File: src/hw/bxl_pkg.sv
// Shared constants and types for the bridge exclusive-lock forwarding block
package bxl_pkg;

  // ----------------------------------------------------------------
  // PCI commands
  // ----------------------------------------------------------------
  localparam logic [3:0] BXL_CMD_IO_RD = 4'h2;
  localparam logic [3:0] BXL_CMD_IO_WR = 4'h3;
  localparam logic [3:0] BXL_CMD_MEM_RD = 4'h6;
  localparam logic [3:0] BXL_CMD_MEM_WR = 4'h7;
  localparam logic [3:0] BXL_CMD_CFG_RD = 4'ha;
  localparam logic [3:0] BXL_CMD_CFG_WR = 4'hb;

  // ----------------------------------------------------------------
  // Termination answers
  // ----------------------------------------------------------------
  typedef enum logic [2:0]
  {
    BXL_RSP_NONE = 3'b000,
    BXL_RSP_RETRY = 3'b001,
    BXL_RSP_DATA = 3'b010,
    BXL_RSP_MABORT = 3'b011,
    BXL_RSP_TABORT = 3'b100,
    BXL_RSP_POSTED = 3'b101
  } bxl_rsp_t;

  // ----------------------------------------------------------------
  // Lock states of the device end
  // ----------------------------------------------------------------
  typedef enum logic [2:0]
  {
    BXL_ST_IDLE = 3'b000,
    BXL_ST_DRAIN = 3'b001,
    BXL_ST_WAIT_BUS = 3'b010,
    BXL_ST_ISSUE = 3'b011,
    BXL_ST_READY = 3'b100,
    BXL_ST_LOCKED = 3'b101,
    BXL_ST_ABORTED = 3'b110
  } bxl_state_t;

  // ----------------------------------------------------------------
  // Timing
  // ----------------------------------------------------------------
  localparam int BXL_CLK_NS = 40;
  localparam int BXL_MTO_NS = 1000;
  localparam logic [15:0] BXL_MTO_CYCLES = 16'(BXL_MTO_NS / BXL_CLK_NS);
  localparam logic [15:0] BXL_RST_CNT = 16'h0000;

endpackage : bxl_pkg

File: src/hw/bxl_if.sv
// Interface joining the lock initiator and the bridge lock end
`timescale 1ns/1ps
`default_nettype none
interface bxl_if;
  import bxl_pkg::*;
  // Primary bus, transaction level with LOCK# and FRAME# pin levels
  logic req_valid;
  logic req_down;
  logic req_first;
  logic [3:0] req_cmd;
  logic [31:0] req_addr;
  logic [3:0] req_be;
  logic req_par;
  logic p_frame_n;
  logic p_lock_n;
  bxl_rsp_t rsp;
  logic [31:0] rsp_data;
  logic p_serr_n;

  modport dev
  (
    input req_valid, req_down, req_first, req_cmd, req_addr, req_be, req_par,
    input p_frame_n, p_lock_n,
    output rsp, rsp_data, p_serr_n
  );
  modport ini
  (
    output req_valid, req_down, req_first, req_cmd, req_addr, req_be, req_par,
    output p_frame_n, p_lock_n,
    input rsp, rsp_data, p_serr_n
  );
endinterface : bxl_if
`default_nettype wire

File: src/hw/bxl_dev.sv
// Bridge end: lock acquisition, forwarding, holding and release
`timescale 1ns/1ps
`default_nettype none
module bxl_dev
(
  input wire logic clk_sys,
  input wire logic rst,
  bxl_if.dev pb,
  input wire logic serr_en,
  input wire logic mabort_mode,
  input wire logic queue_empty,
  input wire logic s_lock_in_n,
  input wire logic s_bus_idle,
  output logic s_req_q,
  output logic s_lock_oe_q,
  output logic s_lock_out_n_q,
  output logic [3:0] s_cmd_q,
  output logic [31:0] s_addr_q,
  output logic [3:0] s_be_q,
  output logic s_par_q,
  output logic s_locked_q,
  input wire logic s_done,
  input wire bxl_pkg::bxl_rsp_t s_rsp,
  input wire logic [31:0] s_data,
  output logic prefetch_en_q,
  output logic sig_serr_q,
  output logic rcv_tabort_q,
  output logic rcv_mabort_q,
  output logic p_locked_q
);
  import bxl_pkg::*;

  // ----------------------------------------------------------------
  // Local decode
  // ----------------------------------------------------------------
  bxl_state_t st_q;
  logic [15:0] mto_q;
  logic [31:0] data_q;
  logic abort_t_q;
  logic lock_seq;
  logic match;
  logic dn_lock;
  logic plain_dn;

  assign lock_seq = pb.req_valid && !pb.p_lock_n;
  assign dn_lock = lock_seq && pb.req_down;
  assign plain_dn = pb.req_valid && pb.req_down;
  assign match = (pb.req_cmd == s_cmd_q) && (pb.req_addr == s_addr_q) && (pb.req_be == s_be_q);

  // ----------------------------------------------------------------
  // Lock state machine
  // ----------------------------------------------------------------
  always_ff @(posedge clk_sys)
  begin
    if (rst)
    begin
      st_q <= BXL_ST_IDLE;
      s_lock_oe_q <= 1'b0;
      s_lock_out_n_q <= 1'b1;
      s_req_q <= 1'b0;
      s_locked_q <= 1'b0;
      p_locked_q <= 1'b0;
      s_cmd_q <= 4'h0;
      s_addr_q <= 32'h0000_0000;
      s_be_q <= 4'h0;
      s_par_q <= 1'b0;
      data_q <= 32'h0000_0000;
      abort_t_q <= 1'b0;
      mto_q <= BXL_RST_CNT;
      pb.rsp <= BXL_RSP_NONE;
      pb.rsp_data <= 32'h0000_0000;
    end
    else
    begin
      pb.rsp <= BXL_RSP_NONE;
      case (st_q)
        BXL_ST_IDLE:
        begin
          s_lock_oe_q <= 1'b0;
          s_lock_out_n_q <= 1'b1;
          if (pb.req_valid && !pb.req_down)
            pb.rsp <= BXL_RSP_RETRY;
          else if (dn_lock && pb.req_first)
          begin
            if (pb.req_cmd != BXL_CMD_MEM_RD)
              pb.rsp <= BXL_RSP_MABORT;
            else if (!s_lock_in_n)
              pb.rsp <= BXL_RSP_RETRY;
            else
            begin
              s_cmd_q <= pb.req_cmd;
              s_addr_q <= pb.req_addr;
              s_be_q <= pb.req_be;
              s_par_q <= pb.req_par;
              pb.rsp <= BXL_RSP_RETRY;
              st_q <= BXL_ST_DRAIN;
            end
          end
          else if (plain_dn)
            pb.rsp <= (pb.req_cmd == BXL_CMD_MEM_WR) ? BXL_RSP_POSTED : BXL_RSP_RETRY;
        end
        BXL_ST_DRAIN:
        begin
          if (pb.req_valid)
            pb.rsp <= BXL_RSP_RETRY;
          if (queue_empty)
            st_q <= BXL_ST_WAIT_BUS;
        end
        BXL_ST_WAIT_BUS:
        begin
          if (pb.req_valid)
            pb.rsp <= BXL_RSP_RETRY;
          if (s_lock_in_n && s_bus_idle)
          begin
            s_req_q <= 1'b1;
            s_lock_oe_q <= 1'b1;
            s_lock_out_n_q <= 1'b1;
            st_q <= BXL_ST_ISSUE;
          end
        end
        BXL_ST_ISSUE:
        begin
          if (pb.req_valid)
            pb.rsp <= BXL_RSP_RETRY;
          s_lock_out_n_q <= 1'b0;
          if (s_done)
          begin
            s_req_q <= 1'b0;
            mto_q <= BXL_MTO_CYCLES;
            case (s_rsp)
              BXL_RSP_DATA:
              begin
                data_q <= s_data;
                s_locked_q <= 1'b1;
                st_q <= BXL_ST_READY;
              end
              BXL_RSP_TABORT, BXL_RSP_MABORT:
              begin
                abort_t_q <= (s_rsp == BXL_RSP_TABORT);
                s_lock_oe_q <= 1'b0;
                s_lock_out_n_q <= 1'b1;
                st_q <= BXL_ST_ABORTED;
              end
              default:
              begin
                s_lock_out_n_q <= 1'b1;
                s_req_q <= 1'b1;
                st_q <= BXL_ST_ISSUE;
              end
            endcase
          end
        end
        BXL_ST_READY:
        begin
          if (dn_lock && match)
          begin
            pb.rsp <= BXL_RSP_DATA;
            pb.rsp_data <= data_q;
            p_locked_q <= 1'b1;
            st_q <= BXL_ST_LOCKED;
          end
          else if (pb.req_valid)
            pb.rsp <= BXL_RSP_RETRY;
          if (!(dn_lock && match))
          begin
            if (mto_q == 16'h0001)
            begin
              s_lock_oe_q <= 1'b0;
              s_lock_out_n_q <= 1'b1;
              s_locked_q <= 1'b0;
              st_q <= BXL_ST_IDLE;
            end
            mto_q <= mto_q - 16'h0001;
          end
        end
        BXL_ST_LOCKED:
        begin
          s_lock_out_n_q <= 1'b0;
          if (s_done)
            s_req_q <= 1'b0;
          if (dn_lock)
          begin
            s_req_q <= 1'b1;
            s_cmd_q <= pb.req_cmd;
            s_addr_q <= pb.req_addr;
            s_be_q <= pb.req_be;
            pb.rsp <= (pb.req_cmd == BXL_CMD_MEM_WR) ? BXL_RSP_POSTED : BXL_RSP_RETRY;
          end
          else if (pb.req_valid)
            pb.rsp <= BXL_RSP_RETRY;
          // Release on LOCK# and FRAME# high with no secondary request pending
          if (pb.p_lock_n && pb.p_frame_n && !s_req_q)
          begin
            s_lock_oe_q <= 1'b0;
            s_lock_out_n_q <= 1'b1;
            s_locked_q <= 1'b0;
            p_locked_q <= 1'b0;
            st_q <= BXL_ST_IDLE;
          end
        end
        BXL_ST_ABORTED:
        begin
          if (dn_lock && match)
          begin
            pb.rsp <= abort_t_q ? BXL_RSP_TABORT : BXL_RSP_MABORT;
            st_q <= BXL_ST_IDLE;
          end
          else if (pb.req_valid)
            pb.rsp <= BXL_RSP_RETRY;
        end
        default:
          st_q <= BXL_ST_IDLE;
      endcase
    end
  end

  // ----------------------------------------------------------------
  // Status and system error
  // ----------------------------------------------------------------
  logic serr_d;
  always_comb
  begin
    serr_d = 1'b0;
    if (st_q == BXL_ST_READY && mto_q == 16'h0001 && !(dn_lock && match))
      serr_d = serr_en;
    if (st_q == BXL_ST_LOCKED && s_done && s_cmd_q == BXL_CMD_MEM_WR)
    begin
      if (s_rsp == BXL_RSP_TABORT)
        serr_d = serr_en;
      if (s_rsp == BXL_RSP_MABORT)
        serr_d = serr_en && mabort_mode;
    end
  end

  always_ff @(posedge clk_sys)
  begin
    if (rst)
    begin
      pb.p_serr_n <= 1'b1;
      sig_serr_q <= 1'b0;
      rcv_tabort_q <= 1'b0;
      rcv_mabort_q <= 1'b0;
      prefetch_en_q <= 1'b1;
    end
    else
    begin
      pb.p_serr_n <= !serr_d;
      if (serr_d)
        sig_serr_q <= 1'b1;
      if ((st_q == BXL_ST_ISSUE || st_q == BXL_ST_LOCKED) && s_done && s_rsp == BXL_RSP_TABORT)
        rcv_tabort_q <= 1'b1;
      if ((st_q == BXL_ST_ISSUE || st_q == BXL_ST_LOCKED) && s_done && s_rsp == BXL_RSP_MABORT)
        rcv_mabort_q <= 1'b1;
      prefetch_en_q <= (st_q == BXL_ST_IDLE);
    end
  end

endmodule : bxl_dev
`default_nettype wire

File: src/flat_wrapper.sv
// flat-port wrapper written by rule: the top's interface ports become plain ports
module bxl_dev_flat import bxl_pkg::*;
  (clk_sys, rst, serr_en, mabort_mode, queue_empty, s_lock_in_n, s_bus_idle, s_req_q, s_lock_oe_q, s_lock_out_n_q, s_cmd_q, s_addr_q, s_be_q, s_par_q, s_locked_q, s_done, s_rsp, s_data, prefetch_en_q, sig_serr_q, rcv_tabort_q, rcv_mabort_q, p_locked_q, pb_req_valid, pb_req_down, pb_req_first, pb_req_cmd, pb_req_addr, pb_req_be, pb_req_par, pb_p_frame_n, pb_p_lock_n, pb_rsp, pb_rsp_data, pb_p_serr_n);
  bxl_if pb_i ();
  input wire logic clk_sys;
  input wire logic rst;
  input wire logic serr_en;
  input wire logic mabort_mode;
  input wire logic queue_empty;
  input wire logic s_lock_in_n;
  input wire logic s_bus_idle;
  output logic s_req_q;
  output logic s_lock_oe_q;
  output logic s_lock_out_n_q;
  output logic [3:0] s_cmd_q;
  output logic [31:0] s_addr_q;
  output logic [3:0] s_be_q;
  output logic s_par_q;
  output logic s_locked_q;
  input wire logic s_done;
  input wire bxl_pkg::bxl_rsp_t s_rsp;
  input wire logic [31:0] s_data;
  output logic prefetch_en_q;
  output logic sig_serr_q;
  output logic rcv_tabort_q;
  output logic rcv_mabort_q;
  output logic p_locked_q;
  input wire logic [$bits(pb_i.req_valid)-1:0] pb_req_valid;
  input wire logic [$bits(pb_i.req_down)-1:0] pb_req_down;
  input wire logic [$bits(pb_i.req_first)-1:0] pb_req_first;
  input wire logic [$bits(pb_i.req_cmd)-1:0] pb_req_cmd;
  input wire logic [$bits(pb_i.req_addr)-1:0] pb_req_addr;
  input wire logic [$bits(pb_i.req_be)-1:0] pb_req_be;
  input wire logic [$bits(pb_i.req_par)-1:0] pb_req_par;
  input wire logic [$bits(pb_i.p_frame_n)-1:0] pb_p_frame_n;
  input wire logic [$bits(pb_i.p_lock_n)-1:0] pb_p_lock_n;
  output wire logic [$bits(pb_i.rsp)-1:0] pb_rsp;
  output wire logic [$bits(pb_i.rsp_data)-1:0] pb_rsp_data;
  output wire logic [$bits(pb_i.p_serr_n)-1:0] pb_p_serr_n;
  assign pb_i.req_valid = pb_req_valid;
  assign pb_i.req_down = pb_req_down;
  assign pb_i.req_first = pb_req_first;
  assign pb_i.req_cmd = pb_req_cmd;
  assign pb_i.req_addr = pb_req_addr;
  assign pb_i.req_be = pb_req_be;
  assign pb_i.req_par = pb_req_par;
  assign pb_i.p_frame_n = pb_p_frame_n;
  assign pb_i.p_lock_n = pb_p_lock_n;
  assign pb_rsp = pb_i.rsp;
  assign pb_rsp_data = pb_i.rsp_data;
  assign pb_p_serr_n = pb_i.p_serr_n;
  bxl_dev u_core (.clk_sys(clk_sys), .rst(rst), .pb(pb_i), .serr_en(serr_en), .mabort_mode(mabort_mode), .queue_empty(queue_empty), .s_lock_in_n(s_lock_in_n), .s_bus_idle(s_bus_idle), .s_req_q(s_req_q), .s_lock_oe_q(s_lock_oe_q), .s_lock_out_n_q(s_lock_out_n_q), .s_cmd_q(s_cmd_q), .s_addr_q(s_addr_q), .s_be_q(s_be_q), .s_par_q(s_par_q), .s_locked_q(s_locked_q), .s_done(s_done), .s_rsp(s_rsp), .s_data(s_data), .prefetch_en_q(prefetch_en_q), .sig_serr_q(sig_serr_q), .rcv_tabort_q(rcv_tabort_q), .rcv_mabort_q(rcv_mabort_q), .p_locked_q(p_locked_q));
endmodule
File: config.mk
export PLATFORM = sky130hd
export DESIGN_NAME = bxl_dev_flat
export DESIGN_NICKNAME = d
export VERILOG_FILES = /design/src/hw/bxl_pkg.sv /design/src/hw/bxl_if.sv /design/src/hw/bxl_dev.sv /design/src/flat_wrapper.sv
export SDC_FILE = /design/constraint.sdc
export NUM_CORES = 1
export LEC_CHECK = 0
export BUFFER_PORTS_ARGS = -buffer_cell sky130_fd_sc_hd__buf_2
export CORE_AREA = 3 3 109 111
export DETAILED_ROUTE_END_ITERATION = 8
export DIE_AREA = 0 0 112 114
export GPL_ROUTABILITY_DRIVEN = 0
export PLACE_DENSITY = 0.84
export SLEW_MARGIN = 20
export SYNTH_ARGS = -nofsm -noshare
export SYNTH_HDL_FRONTEND = slang
export SYNTH_SLANG_ARGS = --single-unit
File: constraint.sdc
create_clock -name clk_sys -period 3.4 [get_ports clk_sys]
set_input_delay 0.34 -clock clk_sys [delete_from_list [all_inputs] [get_ports clk_sys]]
set_output_delay 0.34 -clock clk_sys [all_outputs]
set_load 0.01 [all_outputs]
# [Yosys cells after proc, flatten, opt, wreduce, memory -nomap -nowiden]
# Index checks and enable logic that the tools add are counted.
[totals] elab_cells=175 latchBits=0 mem_bits_rw=0 rom_bits=0 mem_count=0 reg_bits=138 input_bits=89
[op_classes] bitwise_logic=2 mux=73 div=0 mul=0 n_reduce_logical=47 n_lt_le_gt_ge=0 shifts=0 eq_ne=32 add_sub_neg=1
[op_table] op="32-bit two-way mux" n=5
[op_table] op="32-bit case mux with 2 select lines" n=1
[op_table] op="3-bit two-way mux" n=19
[op_table] op="4-bit two-way mux" n=10
[op_table] op="32-bit == test" n=1
[op_table] op="16-bit two-way mux" n=2
[op_table] op="16-bit case mux with 2 select lines" n=1
[op_table] op="1-bit two-way mux" n=23
[op_table] op="3-bit case mux with 7 select lines" n=1
[op_table] op="1-bit logical AND" n=19
[op_table] op="2-bit inequality test, second input constant" n=9
[op_table] op="16-bit by 1-bit == test with 1-bit output, second input constant" n=1
[op_table] op="4-bit case mux with 2 select lines" n=2
[op_table] op="16-bit by 1-bit subtractor with 16-bit output, second input constant" n=1
[op_table] op="3-bit case mux with 5 select lines" n=1
[op_table] op="3-bit by 2-bit == test with 1-bit output, second input constant" n=4
[op_table] op="3-bit == test, second input constant" n=4
[op_table] op="2-bit by 1-bit inequality test with 1-bit output, second input constant" n=6
[op_table] op="3-bit AND reduction" n=4
[op_table] op="6-bit AND reduction" n=2
[op_table] op="1-bit case mux with 5 select lines" n=2
[op_table] op="9-bit AND reduction" n=1
[op_table] op="4-bit by 3-bit == test with 1-bit output, second input constant" n=2
[op_table] op="4-bit == test" n=2
[op_table] op="other kinds (20)" n=32

# [Logic depth before layout (Yosys ltp)]
# Gate-level depths: netlist of run 1.
[depth] word_depth=11 ltp_mapped=8

# [Worst setup path after synthesis of run 1]
# No wires, ideal clock.
[synth_timing] kind="register to register" start="register u_core.mto_q[5]" end="register u_core.pb.p_serr_n" synth_period_minus_slack_ps=1917 arrival_ps=1797 slack_ps=1483 path_stages_with_launch=7 setup_ps=120 n_path_buf=0 path_cell_list="dfxtp_1 > or4_4 > nand2b_4 > or3_4 > nor2_4 > a31oi_1 > or2_1"
[synth_via] elab_chain_cells=8
[synth_lines] element="start, declared" line_no="bxl_dev.sv:37" rtl="logic [15:0] mto_q;"
[synth_lines] element="start signal, assigned" line_no="bxl_dev.sv:173" rtl="mto_q <= mto_q - 16'h0001;"
[synth_lines] element="16-bit by 1-bit == test with 1-bit output *" line_no="bxl_dev.sv:224" rtl="if (st_q == BXL_ST_READY && mto_q == 16'h0001 && !(dn_lock && match))"
[synth_lines] element="1-bit logical AND * (2 in a row)" line_no="bxl_dev.sv:224"
[synth_lines] element="1-bit two-way mux *" line_no="bxl_dev.sv:224"
[synth_lines] element="1-bit two-way mux" line_no="bxl_dev.sv:228" rtl="if (s_rsp == BXL_RSP_TABORT)"
[synth_lines] element="1-bit two-way mux" line_no="bxl_dev.sv:230" rtl="if (s_rsp == BXL_RSP_MABORT)"
[synth_lines] element="1-bit two-way mux *" line_no="bxl_dev.sv:226" rtl="if (st_q == BXL_ST_LOCKED && s_done && s_cmd_q == BXL_CMD_MEM_WR)"
[synth_lines] element="1-bit logical NOT *" line_no="bxl_dev.sv:247" rtl="pb.p_serr_n <= !serr_d;"
[synth_lines] element="end signal, assigned" line_no="bxl_dev.sv:247"
[synth_lines] element="end, declared" line_no="bxl_if.sv:24" rtl="output rsp, rsp_data, p_serr_n"
# Every way passes the cells marked *; elsewhere a longest branch is shown, timed or not.
# A chain may end at the register's enable or synchronous reset.

# [Worst setup path in the final report of run 1]
[layout_timing] start="register u_core.s_cmd_q[0]" end="register u_core.pb.rsp_data[17]"
[layout_via] elab_chain_cells=5
[layout_lines] element="start, declared" line_no="bxl_dev.sv:17" rtl="output logic [3:0] s_cmd_q,"
[layout_lines] element="start signal, assigned" line_no="bxl_dev.sv:91" rtl="s_cmd_q <= pb.req_cmd;"
[layout_lines] element="start signal, assigned" line_no="bxl_dev.sv:184" rtl="s_cmd_q <= pb.req_cmd;"
[layout_lines] element="4-bit == test" line_no="bxl_dev.sv:48" rtl="assign match = (pb.req_cmd == s_cmd_q) && (pb.req_addr == s_addr_q) && (pb.req_be == s_be_q);"
[layout_lines] element="1-bit logical AND (2 in a row)" line_no="bxl_dev.sv:48"
[layout_lines] element="1-bit logical AND" line_no="bxl_dev.sv:155" rtl="if (dn_lock && match)"
[layout_lines] element="2-bit AND reduction (no line)"
[layout_lines] element="end signal, assigned" line_no="bxl_dev.sv:158" rtl="pb.rsp_data <= data_q;"
[layout_lines] element="end, declared" line_no="bxl_if.sv:24"
# Every way passes these cells.

==> metrics.md, run 1 <==
| Metric | Value |
|---|---|
| Status | finished clean |
| Cts repair resizes | 0 |
| DRT Wirelength | roughly 16 mm |
| WL met1 | 6.843 mm |
| # IOs | 175 |
| Crit Path Category | flip-flop to flip-flop |
| Final-report setup violation count | 0 |
| Core ar. | 10,890 µm² |
| Via count | roughly 6,000 |
| Most Frequent Cell on Critical Path | nand4_1 |
| RSZ-0062 raised after global routing | no |
| Post-CTS Setup Bufs | 0 |
| Hold path startpoint | s_data[14] |
| Post-Synthesis Cells | 775 |
| Hold path endpoint | u_core.data_q[14] |
| Peak per-stage delay on the critical path | 0.51 ns |
| Initial core utilization | a little under three fifths |
| Synth cell types | 60 |
| WHS | 0.04320 ns |
| CP Capture Type | flip-flop |
| Initial antenna violation count | 0 |
| Main synth FF type | dfxtp_1 |
| Hold buffers post-CTS | 0 |
| Final HPWL DP | 11.31 mm |
| Pwr per Cell Area | 468.3 nW/µm² |
| Reg2reg setup slack | 0.86 ns |
| Clock Skew | around 0.015 ns |
| FMAX | 393.1 MHz |
| Cell at the slowest stage of the critical path | nand4_1 |
| Metal2 WL | 8.163 mm |
| Synth-to-Final Area Change | 25.93% |
| Synth Warn # | 0 |
| Slew Viols, Final | 0 |
| DR iter-0 viols | 417 |
| Reg-to-Reg End | u_core.pb.rsp_data[17] |
| Hold crit path type | primary input to flip-flop |
| Final routed DRC violation total | 0 |
| Relative slew slack | 43.98% |
| Crit path time final | 2.544 ns |
| Fillers | 874 |
| Largest area contributor in the netlist | dfxtp_1 |
| # H-tree levels | 4 |
| # clock sinks | 138 |
| First-pass iteration count of the detailed router | 5 |
| Row count | 38 |
| Remaining antenna violation count | 0 |
| Worst R2R Path Depth | 7 |
| DR top layer | met4 |
| CTS tree | yes |
| Root Buffer | clkbuf_8 |
| Multi-input gate area | ~3100 µm² |
| Period utilization | 74.82% |
| Largest net degree at the start of global routing | 80 |
| Clk buf depth | 2 |
| Vias/cell | 5.543 |
| Final count of hold timing violations | 0 |
| Static leakage | 0.003050 µW |
| Worst skew pair latency | 0.53 ns |
| Die Y | 114 µm |
| Synthesized flop and latch total | between 100 and 150 |
| Type of origin of the critical path | flip-flop |
| Number of synthesized flops with an enable pin | 0 |
| CP arrival | between 2 and 3 ns |
| WHS Path Cells | 3 |
| Layout cell share with drive strength beyond 1 | 24.60% |
| Setup tns final | 0 ns |
| Global route overflow | 0 |
| # diodes | 0 |
| CP Max Fanout | 31 |
| Clock slew at reported path FFs | 0.08 ns |
| Worst-Margin Slew | 0.8402 ns |
| Port buffer count | between 150 and 200 |
| Reg2reg start | u_core.s_cmd_q[0] |
| Ys async rst share | 0% |
| Bufs and invs on worst path | 1 |
| Top cells by area, synth | dfxtp_1 45%, nand2_1 15%, a21oi_1 9.7% |
| Critical-path cell list | xnor2_1 -> nand4_1 -> nor4_4 -> nand4_1 -> buf_4 -> nand2_1 -> a21oi_1 |
| Worst EP required | 3.76 ns |
| CP top delay family | simple AND/OR/NAND/NOR gates |
| Total CTS buffers | 17 |
| Syn nets | 866 |
| Mapped cell area | 6093 µm² |
| Vias in the first global route | 5,724 |
| Final nets | 1,025 |
| Post-synthesis sequential area ratio | roughly 45% |
| Die area | 12,770 µm² |
| Max Cap Viol | 0 |
| GRT Resource Usage Total | 25.23% |
| Wire length on met3 | 1.091 mm |
| Reg area | 2763 µm² |
| First-pass GRT wire length | around 27 mm |
| Worst VDD drop | approximately 0.00031 V |
| Synth top area share | between 40% and 50% |
| WL/cell | 15.17 µm |
| Die width | 112 µm |
| Mean post-synth cell area | between 7 and 8 µm² |
metal layers:
| metal | GRT usage, % | vias to the layer above |
|---|---|---|
| li1 | - | 2978 |
| met1 | 30.95 | 2807 |
| met2 | 42.77 | 208 |
| met3 | 6.260 | 32 |
| met4 | 10.18 | 0 |
| met5 | 0 | - |
worst register-to-register path: cells and delay by family, from the launching register on:
kind | cells | cell delay, ns
flops | 1 | 0.34
xor+xnor | 1 | 0.31
compound gates | 1 | 0.07
buf+inv | 1 | 0.43
simple gates | 4 | 1.24
stage by stage:
| step | cells | cell area [µm²] | total power (µW) | util (%) | worst slack (ns) |
|---|---|---|---|---|---|
| finish | 1087 | 7674 | 3594 | 70.48 | 0.8562 |
| global route | 1087 | 7674 | 3696 | 70.48 | 0.6955 |
| CTS | 1087 | 7674 | 3607 | 70.48 | 0.9360 |
| detailed placement | 1055 | 7061 | 1814 | 64.85 | 0.8118 |
| global placement | 1055 | 7061 | 1814 | 64.85 | 0.9064 |
| floorplan | 775 | 6093 | 1729 | - | 1.483 |
synth_stat cells (5+ instances only):
cell type  instances
a21oi_1          118
a31oi_1            8
buf_2             11
clkbuf_1          32
dfxtp_1          138
inv_1              8
mux2i_1            9
nand2_1          242
nand2b_1           5
nand3_1           12
nand3b_1           6
nand4_1           18
nor2_1            23
nor3_1            15
o21ai_0           12
or3_1              9
xnor2_1           40
state kept, by name, indices dropped and copies added, names as in the netlist, 3 cells and up:
name                cells
u_core.pb.rsp           3
u_core.st_q             3
u_core.s_addr_q        32
u_core.s_be_q           4
u_core.data_q          32
u_core.s_cmd_q          4
u_core.pb.rsp_data     32
u_core.mto_q           16
logic make-up (layout without fill, tap and decap cells):
family                   after synthesis  in the layout  share of synthesized area (%)
XOR/XNOR                              40             40                          5.750
flip-flops                           138            138                          45.34
AND/OR/NAND/NOR                      368            368                          28.23
multiplexers                          10             10                          1.663
adder cells (fa/ha/maj)                2              2                         0.4106
buffers and inverters                 53            225                          3.552
AO/OA/AOI/OAI                        164            164                          15.05
how the worst max path moves through the flow:
stage / cells past startpoint / start / end / slack (ns)
5_1_grt: 7 / u_core.s_addr_q[17] / u_core.pb.rsp_data[17] / 0.70
6_report: 7 / u_core.s_cmd_q[0] / u_core.pb.rsp_data[17] / 0.86
4_1_cts: 7 / u_core.s_cmd_q[0] / u_core.pb.rsp_data[17] / 0.94
3_5_place_dp: 8 / pb_req_cmd[0] / u_core.pb.rsp_data[17] / 0.81
3_3_place_gp: 8 / pb_req_cmd[0] / u_core.pb.rsp_data[25] / 0.91
2_1_floorplan: 6 / u_core.mto_q[5] / u_core.pb.p_serr_n / 1.48
final cells by class:
class / instances / area share [%]
Timing Repair Buffer: 185 / 12.46
Sequential cell: 138 / 36.00
Tap cell: 140 / 2.283
Clock buffer: 17 / 5.397
Inverter: 8 / 0.3913
Multi-Input combinational cell: 584 / 40.88
Clock inverter: 15 / 2.593
power by group:
group / switching, µW / internal, µW / total [µW]
Clock: 847 / 967 / 1810
Combinational: 93.2 / 67.8 / 161
Sequential: 1.18 / 1620 / 1620
Total: 942 / 2650 / 3590
cells in the final DEF, fill, tap and decap left out, drive strengths merged, types with 3 or more instances in the layout:
master,n
nand2,242
buf,185
dfxtp,138
a21oi,118
xnor2,40
nor2,26
nand4,19
clkbuf,17
nor3,16
inv,14
o21ai,13
nand3,13
or3,10
mux2i,9
clkinv,9
a31oi,8
nand3b,6
nand2b,6
nor4,6
or4,5
nor2b,4
o22ai,3
a311oi,3
and3,3
a41o,3
(Power assumes the default switching activity.)
==> inputs of run 2 (changes only) <==
ABC_AREA = 1   (was unset)
CORE_AREA = 3 3 114 116   (was 3 3 109 111)
DIE_AREA = 0 0 117 119   (was 0 0 112 114)
PLACE_DENSITY = 0.8   (was 0.84)
clock period = 2.4 ns   (was 3.4 ns; I/O delays follow)
==> run 2 against run 1 <==
Against the previous run:
- via count is 4.0% higher
- setup slack got worse by 0.54 ns
- clock skew up 0.00061 ns
- maximum frequency rose by 22%
- clock power grew 45%
- first-iteration DRC count down 5.8%
==> metrics.md, run 2 <==
| Metric | Value |
|---|---|
| Status | finished clean |
| Worst-Margin Slew | about 0.60 ns |
| Relative slew slack | 59.87% |
| Hold crit path type | primary input to flip-flop |
| Clock slew at reported path FFs | around 0.060 ns |
| Fillers | approximately 1,100 |
| Post-synthesis sequential area ratio | 43.23% |
| Most frequent cells after synthesis | 177 x nor2_1, 138 x dfxtp_1, 134 x nand2_1 |
| DR iter-0 viols | 393 |
| Mapped cell area | 6391 µm² |
| Clk buf depth | 2 |
| Design Power | 5235 µW |
| Total CTS buffers | 17 |
| Post-Synthesis Cells | just over 900 |
| Most frequent cell after synthesis | nor2_1 |
| Final-report setup violation count | 0 |
| GRT Resource Usage Total | around 24% |
| Synth top area share | 43.23% |
| Static leakage | 0.003786 µW |
| # clock sinks | about 140 |
| Core ar. | about 12,000 µm² |
| Mean post-synth cell area | between 7 and 8 µm² |
| RSZ-0062 raised after global routing | no |
| Top cells by area, synth | dfxtp_1 43%, nor2_1 10%, o21ai_0 9.1% |
| Vias/cell | 5.084 |
| Vias in the first global route | 5,798 |
| First-pass iteration count of the detailed router | 5 |
| Main synth FF type | dfxtp_1 |
| Cts repair resizes | 0 |
| Via count | 6,268 |
| Most common cell after layout, fill and taps aside | nor2_1 |
| Final HPWL DP | 11.69 mm |
| Die width | 117 µm |
| CP Max Fanout | 33 |
| Global route overflow | 0 |
| CP Capture Type | flip-flop |
| Pwr per Cell Area | 659.9 nW/µm² |
| # diodes | 0 |
| Final routed DRC violation total | 0 |
| Most frequent cells in the layout | 177 x nor2_1, 174 x buf_2, 138 x dfxtp_1, 134 x nand2_1, 116 x o21ai_0 |
| Post-CTS Setup Bufs | 0 |
| Row count | 40 |
| Remaining antenna violation count | 0 |
| WHS | 0.03338 ns |
| Final nets | ~1,200 |
| Clock Skew | 0.01602 ns |
| Initial core utilization | 53.21% |
| Largest net degree at the start of global routing | 70 |
| DRT Wirelength | 16.48 mm |
| Root Buffer | clkbuf_16 |
| Port buffer count | 174 |
| Max Cap Viol | 0 |
| WL/cell | between 10 and 15 µm |
| Crit path time final | 2.089 ns |
| Ys async rst share | 0% |
| Largest area contributor in the netlist | dfxtp_1 |
| # IOs | 175 |
| Synth cell types | 36 |
| Worst EP required | 2.71 ns |
| Synthesized flop and latch total | 138 |
| Hold buffers post-CTS | 0 |
| # H-tree levels | 4 |
| Setup tns final | 0 ns |
| FMAX | roughly 480 MHz |
| Largest regs | u_core.data_q (32), u_core.pb.rsp_data (32), u_core.s_addr_q (32) |
| Initial antenna violation count | 0 |
| Crit Path Category | flip-flop to flip-flop |
| Die Y | 119 µm |
| Worst skew pair latency | around 0.43 ns |
| Worst VDD drop | 0.0006496 V |
| Type of origin of the critical path | flip-flop |
| CP arrival | ~2.4 ns |
| Die area | around 14,000 µm² |
| Number of synthesized flops with an enable pin | 0 |
| CTS tree | yes |
| Synth-to-Final Area Change | 24.12% |
| First-pass GRT wire length | 27.22 mm |
| Layout cell share with drive strength beyond 1 | 22.10% |
| Final count of hold timing violations | 0 |
| Period utilization | 87.03% |
| Synth Warn # | 0 |
| Slew Viols, Final | 0 |
| Syn nets | about 1,000 |
-- run 2: cell count changes in the layout (fill, tap and decap cells not counted), moves of 8 or more --
cell      change
xor2_1       +11
nor2_1      +154
xnor2_1      -18
inv_1        +93
clkinv_8      -8
or3_1         -9
a21oi_1      -36
nand2_1     -108
nand3_1      +12
mux2i_1       -9
o21ai_0     +104
-- run 2: layer usage --
metal | vias up | wire length, µm | share of wire, % | track usage (%)
met5 | - | 0 | 0 | 0
met4 | 0 | 488 | 3.0 | 11.11
met3 | 35 | 1127 | 6.8 | 7.470
met2 | 213 | 7519 | 46 | 36.31
met1 | 2780 | 7348 | 45 | 31.87
li1 | 3240 | - | - | -
-- run 2: per-stage QoR --
| stage | std cells | setup slack [ns] | utilization [%] | instance area, µm² |
|---|---|---|---|---|
| finish | 1233 | 0.3112 | 66.04 | 7933 |
| detailed placement | 1201 | 0.3305 | 61.03 | 7331 |
| CTS | 1233 | 0.3055 | 66.04 | 7933 |
| global route | 1233 | 0.07361 | 66.04 | 7933 |
| global placement | 1201 | 0.3783 | 61.03 | 7331 |
| floorplan | 912 | 0.7427 | - | 6391 |
-- run 2: logic make-up after synthesis --
| group | synth area share, % |
|---|---|
| AND/OR/NAND/NOR | 25.04 |
| AO/OA/AOI/OAI | 16.80 |
| buffers and inverters | 10.02 |
| flip-flops | 43.23 |
| XOR/XNOR | 4.522 |
| adder cells (fa/ha/maj) | 0.3915 |
-- run 2: path summary, 6_finish.rpt --
kind,from,end,slack [ns],depth (start not counted)
hold / removal,s_data[5],u_core.data_q[5],0.03,3
setup reg to reg,u_core.st_q[0],u_core.data_q[11],0.31,9
hold reg to reg,u_core.pb.rsp_data[22],u_core.pb.rsp_data[22],0.44,2
setup / recovery,u_core.st_q[0],u_core.data_q[11],0.31,9
-- run 2: final cells by class --
class,instances,area [µm²],area share (%)
inverter,108,405.4,5.110
clock inverter,14,162.7,2.050
sequential,138,2763,34.83
multi-input combinational,623,2988,37.67
tap,147,183.9,2.319
clock buffer,18,439.2,5.536
timing repair buffer,185,991.0,12.49
-- run 2: report_power, final --
| part | internal, µW | switching, µW |
|---|---|---|
| registers | 2300 | 11.3 |
| clock network | 1580 | 1050 |
| logic | 126 | 168 |
| total | 4010 | 1220 |
-- run 2: worst max-delay path, stage by stage (launching register included) --
cell	delay [ns]
dfxtp_1	0.59
nand2_1	0.14
nor2_2	0.21
inv_2	0.10
nor2_1	0.13
inv_1	0.08
nor2_2	0.18
inv_2	0.28
nor2_1	0.21
nor2_1	0.07
==> inputs of run 3 (changes only) <==
PLACE_DENSITY = 0.77   (was 0.8)
==> run 3 against run 2 <==
Against the previous run:
- sequential share of layout area about the same
- register-to-register slack gained 0.05 ns
- die area stayed put
- combinational power up 2%
- critical endpoint is now u_core.mto_q[1]
- largest power group unchanged
==> metrics.md, run 3 (synthesized netlist as in run 2, its figures left out) <==
| Metric | Value |
|---|---|
| Post-CTS Setup Bufs | 0 |
| WHS Path Cells | 3 |
| First-pass GRT wire length | 27.20 mm |
| Most common cell after layout, fill and taps aside | nor2_1 |
| Crit path time final | 2.043 ns |
| Status | finished clean |
| Initial antenna violation count | 0 |
| Synth-to-Final Area Change | 24.20% |
| Final-report setup violation count | 0 |
| Initial core utilization | a little over half |
| Largest regs | u_core.data_q (32), u_core.pb.rsp_data (32), u_core.s_addr_q (32) |
| Die width | ~120 µm |
| Global route overflow | 0 |
| Hold buffers post-CTS | 0 |
| Slew Viols, Final | 0 |
| Row count | 40 |
| Bufs and invs on worst path | 1 |
| CP arrival | around 2.3 ns |
| RSZ-0062 raised after global routing | no |
| Final core occ | 66.08% |
| Most frequent cells in the layout | 177 x nor2_1, 174 x buf_2, 138 x dfxtp_1, 134 x nand2_1, 116 x o21ai_0 |
| Root Buffer | clkbuf_16 |
| Layout cell share with drive strength beyond 1 | around 22% |
| Remaining antenna violation count | 0 |
| Multi-input gate area | 2988 µm² |
| Largest net degree at the start of global routing | 69 |
| Crit Path Category | flip-flop to flip-flop |
| Hold crit path type | primary input to flip-flop |
| Reg2reg setup slack | 0.36 ns |
| DR iter-0 viols | between 300 and 400 |
| Critical-path cell list | nand2_1 -> nor2_4 -> inv_2 -> nand2_2 -> nand3_2 -> o21ai_0 -> nor2_1 |
| Number of cells on the critical path | 7 |
| GRT Resource Usage Total | around 24% |
| Max Cap Viol | 0 |
| WL/cell | 13.46 µm |
| Reg2reg start | u_core.st_q[2] |
| Worst EP required | 2.70 ns |
| Die area | 13,920 µm² |
| CP top delay family | simple AND/OR/NAND/NOR gates |
| Reg-to-Reg End | u_core.mto_q[1] |
| Worst VDD drop | approximately 0.00056 V |
| Final routed DRC violation total | 0 |
| CP Capture Type | flip-flop |
| Vias in the first global route | 5,749 |
| Vias/cell | slightly above 5 |
| Cts repair resizes | 0 |
| # IOs | 175 |
| Final nets | 1,166 |
| Most Crowded Layer GR | met2 |
| Period utilization | 85.13% |
| Type of origin of the critical path | flip-flop |
| Final count of hold timing violations | 0 |
| # H-tree levels | 4 |
| Hold path startpoint | s_data[17] |
| First-pass iteration count of the detailed router | 5 |
| Hold path endpoint | u_core.data_q[17] |
| Clock slew at reported path FFs | 0.06 ns |
| Cell at the slowest stage of the critical path | dfxtp_1 |
| Worst R2R Path Depth | 7 |
| Via count | 6,318 |
| DRT Wirelength | between 15 and 20 mm |
| Port buffer count | approximately 170 |
| CP Max Fanout | 17 |
| M2 GR Usage | 37.77% |
| Met1 Usage GRT | 32.29% |
| Core ar. | 12,010 µm² |
| Total CTS buffers | 17 |
| Fillers | 1,071 |
| Relative slew slack | between 60% and 70% |
| Met3 Use GR | 5.691% |
| Design Power | 5313 µW |
| CTS tree | yes |
| Worst-Margin Slew | between 0.5 and 0.6 ns |
| # diodes | 0 |
| Die Y | 119 µm |
| Worst skew pair latency | between 0.4 and 0.5 ns |
| Clock Skew | 0.009193 ns |
| Static leakage | 0.003794 µW |
| Reg area | 2763 µm² |
| Pwr per Cell Area | 669.3 nW/µm² |
| Peak per-stage delay on the critical path | 0.57 ns |
| Setup tns final | 0 ns |
| Clk buf depth | 2 |
| # clock sinks | 138 |
| Final HPWL DP | between 10 and 15 mm |
| FMAX | 489.5 MHz |
[run 3: cell count changes in the layout (fill, tap and decap cells not counted)]
cell / delta
buf_12: -1
buf_4: +3
bufinv_16: +2
clkbuf_1: +1
clkbuf_8: +1
clkinv_2: +4
clkinv_4: -5
clkinvlp_4: -1
inv_6: -5
[run 3: metrics by stage]
step	hold WS [ns]	worst slack, ns	instance area [µm²]	cells
2_1_floorplan	0.3676	0.7427	6391	912
3_3_place_gp	0.4304	0.3749	7333	1203
3_5_place_dp	0.4336	0.3884	7333	1203
4_1_cts	0.03705	0.3544	7938	1232
5_1_grt	0.05229	0.1355	7938	1232
6_report	0.04520	0.3569	7938	1232
[run 3: worst max-delay path by stage]
stage                                  start  slack [ns]                endpoint
after detailed placement      u_core.st_q[1]        0.39        u_core.data_q[8]
after CTS                     u_core.st_q[1]        0.35       u_core.data_q[24]
after floorplan            u_core.s_cmd_q[3]        0.74  u_core.pb.rsp_data[29]
after global placement        u_core.st_q[1]        0.37       u_core.data_q[23]
after global routing      u_core.s_addr_q[8]        0.14         u_core.mto_q[1]
final                         u_core.st_q[2]        0.36         u_core.mto_q[1]
[run 3: area by class of cell]
type | instances | area share, %
multi-input combinational | 623 | 37.64
sequential | 138 | 34.80
timing repair buffer | 187 | 12.52
clock buffer | 20 | 5.753
inverter | 108 | 5.107
tap | 147 | 2.317
clock inverter | 9 | 1.860
[run 3: worst min-delay path, cell delays in order]
cell and delay, ns:
buf_2 0.07, nor2_1 0.03, nor2_1 0.08
[run 3: per-layer routing]
layer	wire length, µm	vias up
met5	0	-
met4	354	0
met3	983	29
met2	7998	196
met1	7252	2860
li1	-	3233
[run 3: report_power, final]
| group | switching, µW | internal (µW) | leakage, µW |
|---|---|---|---|
| Sequential | 10.9 | 2310 | 0.00111 |
| Combinational | 171 | 128 | 0.00239 |
| Clock | 930 | 1770 | 0.000297 |
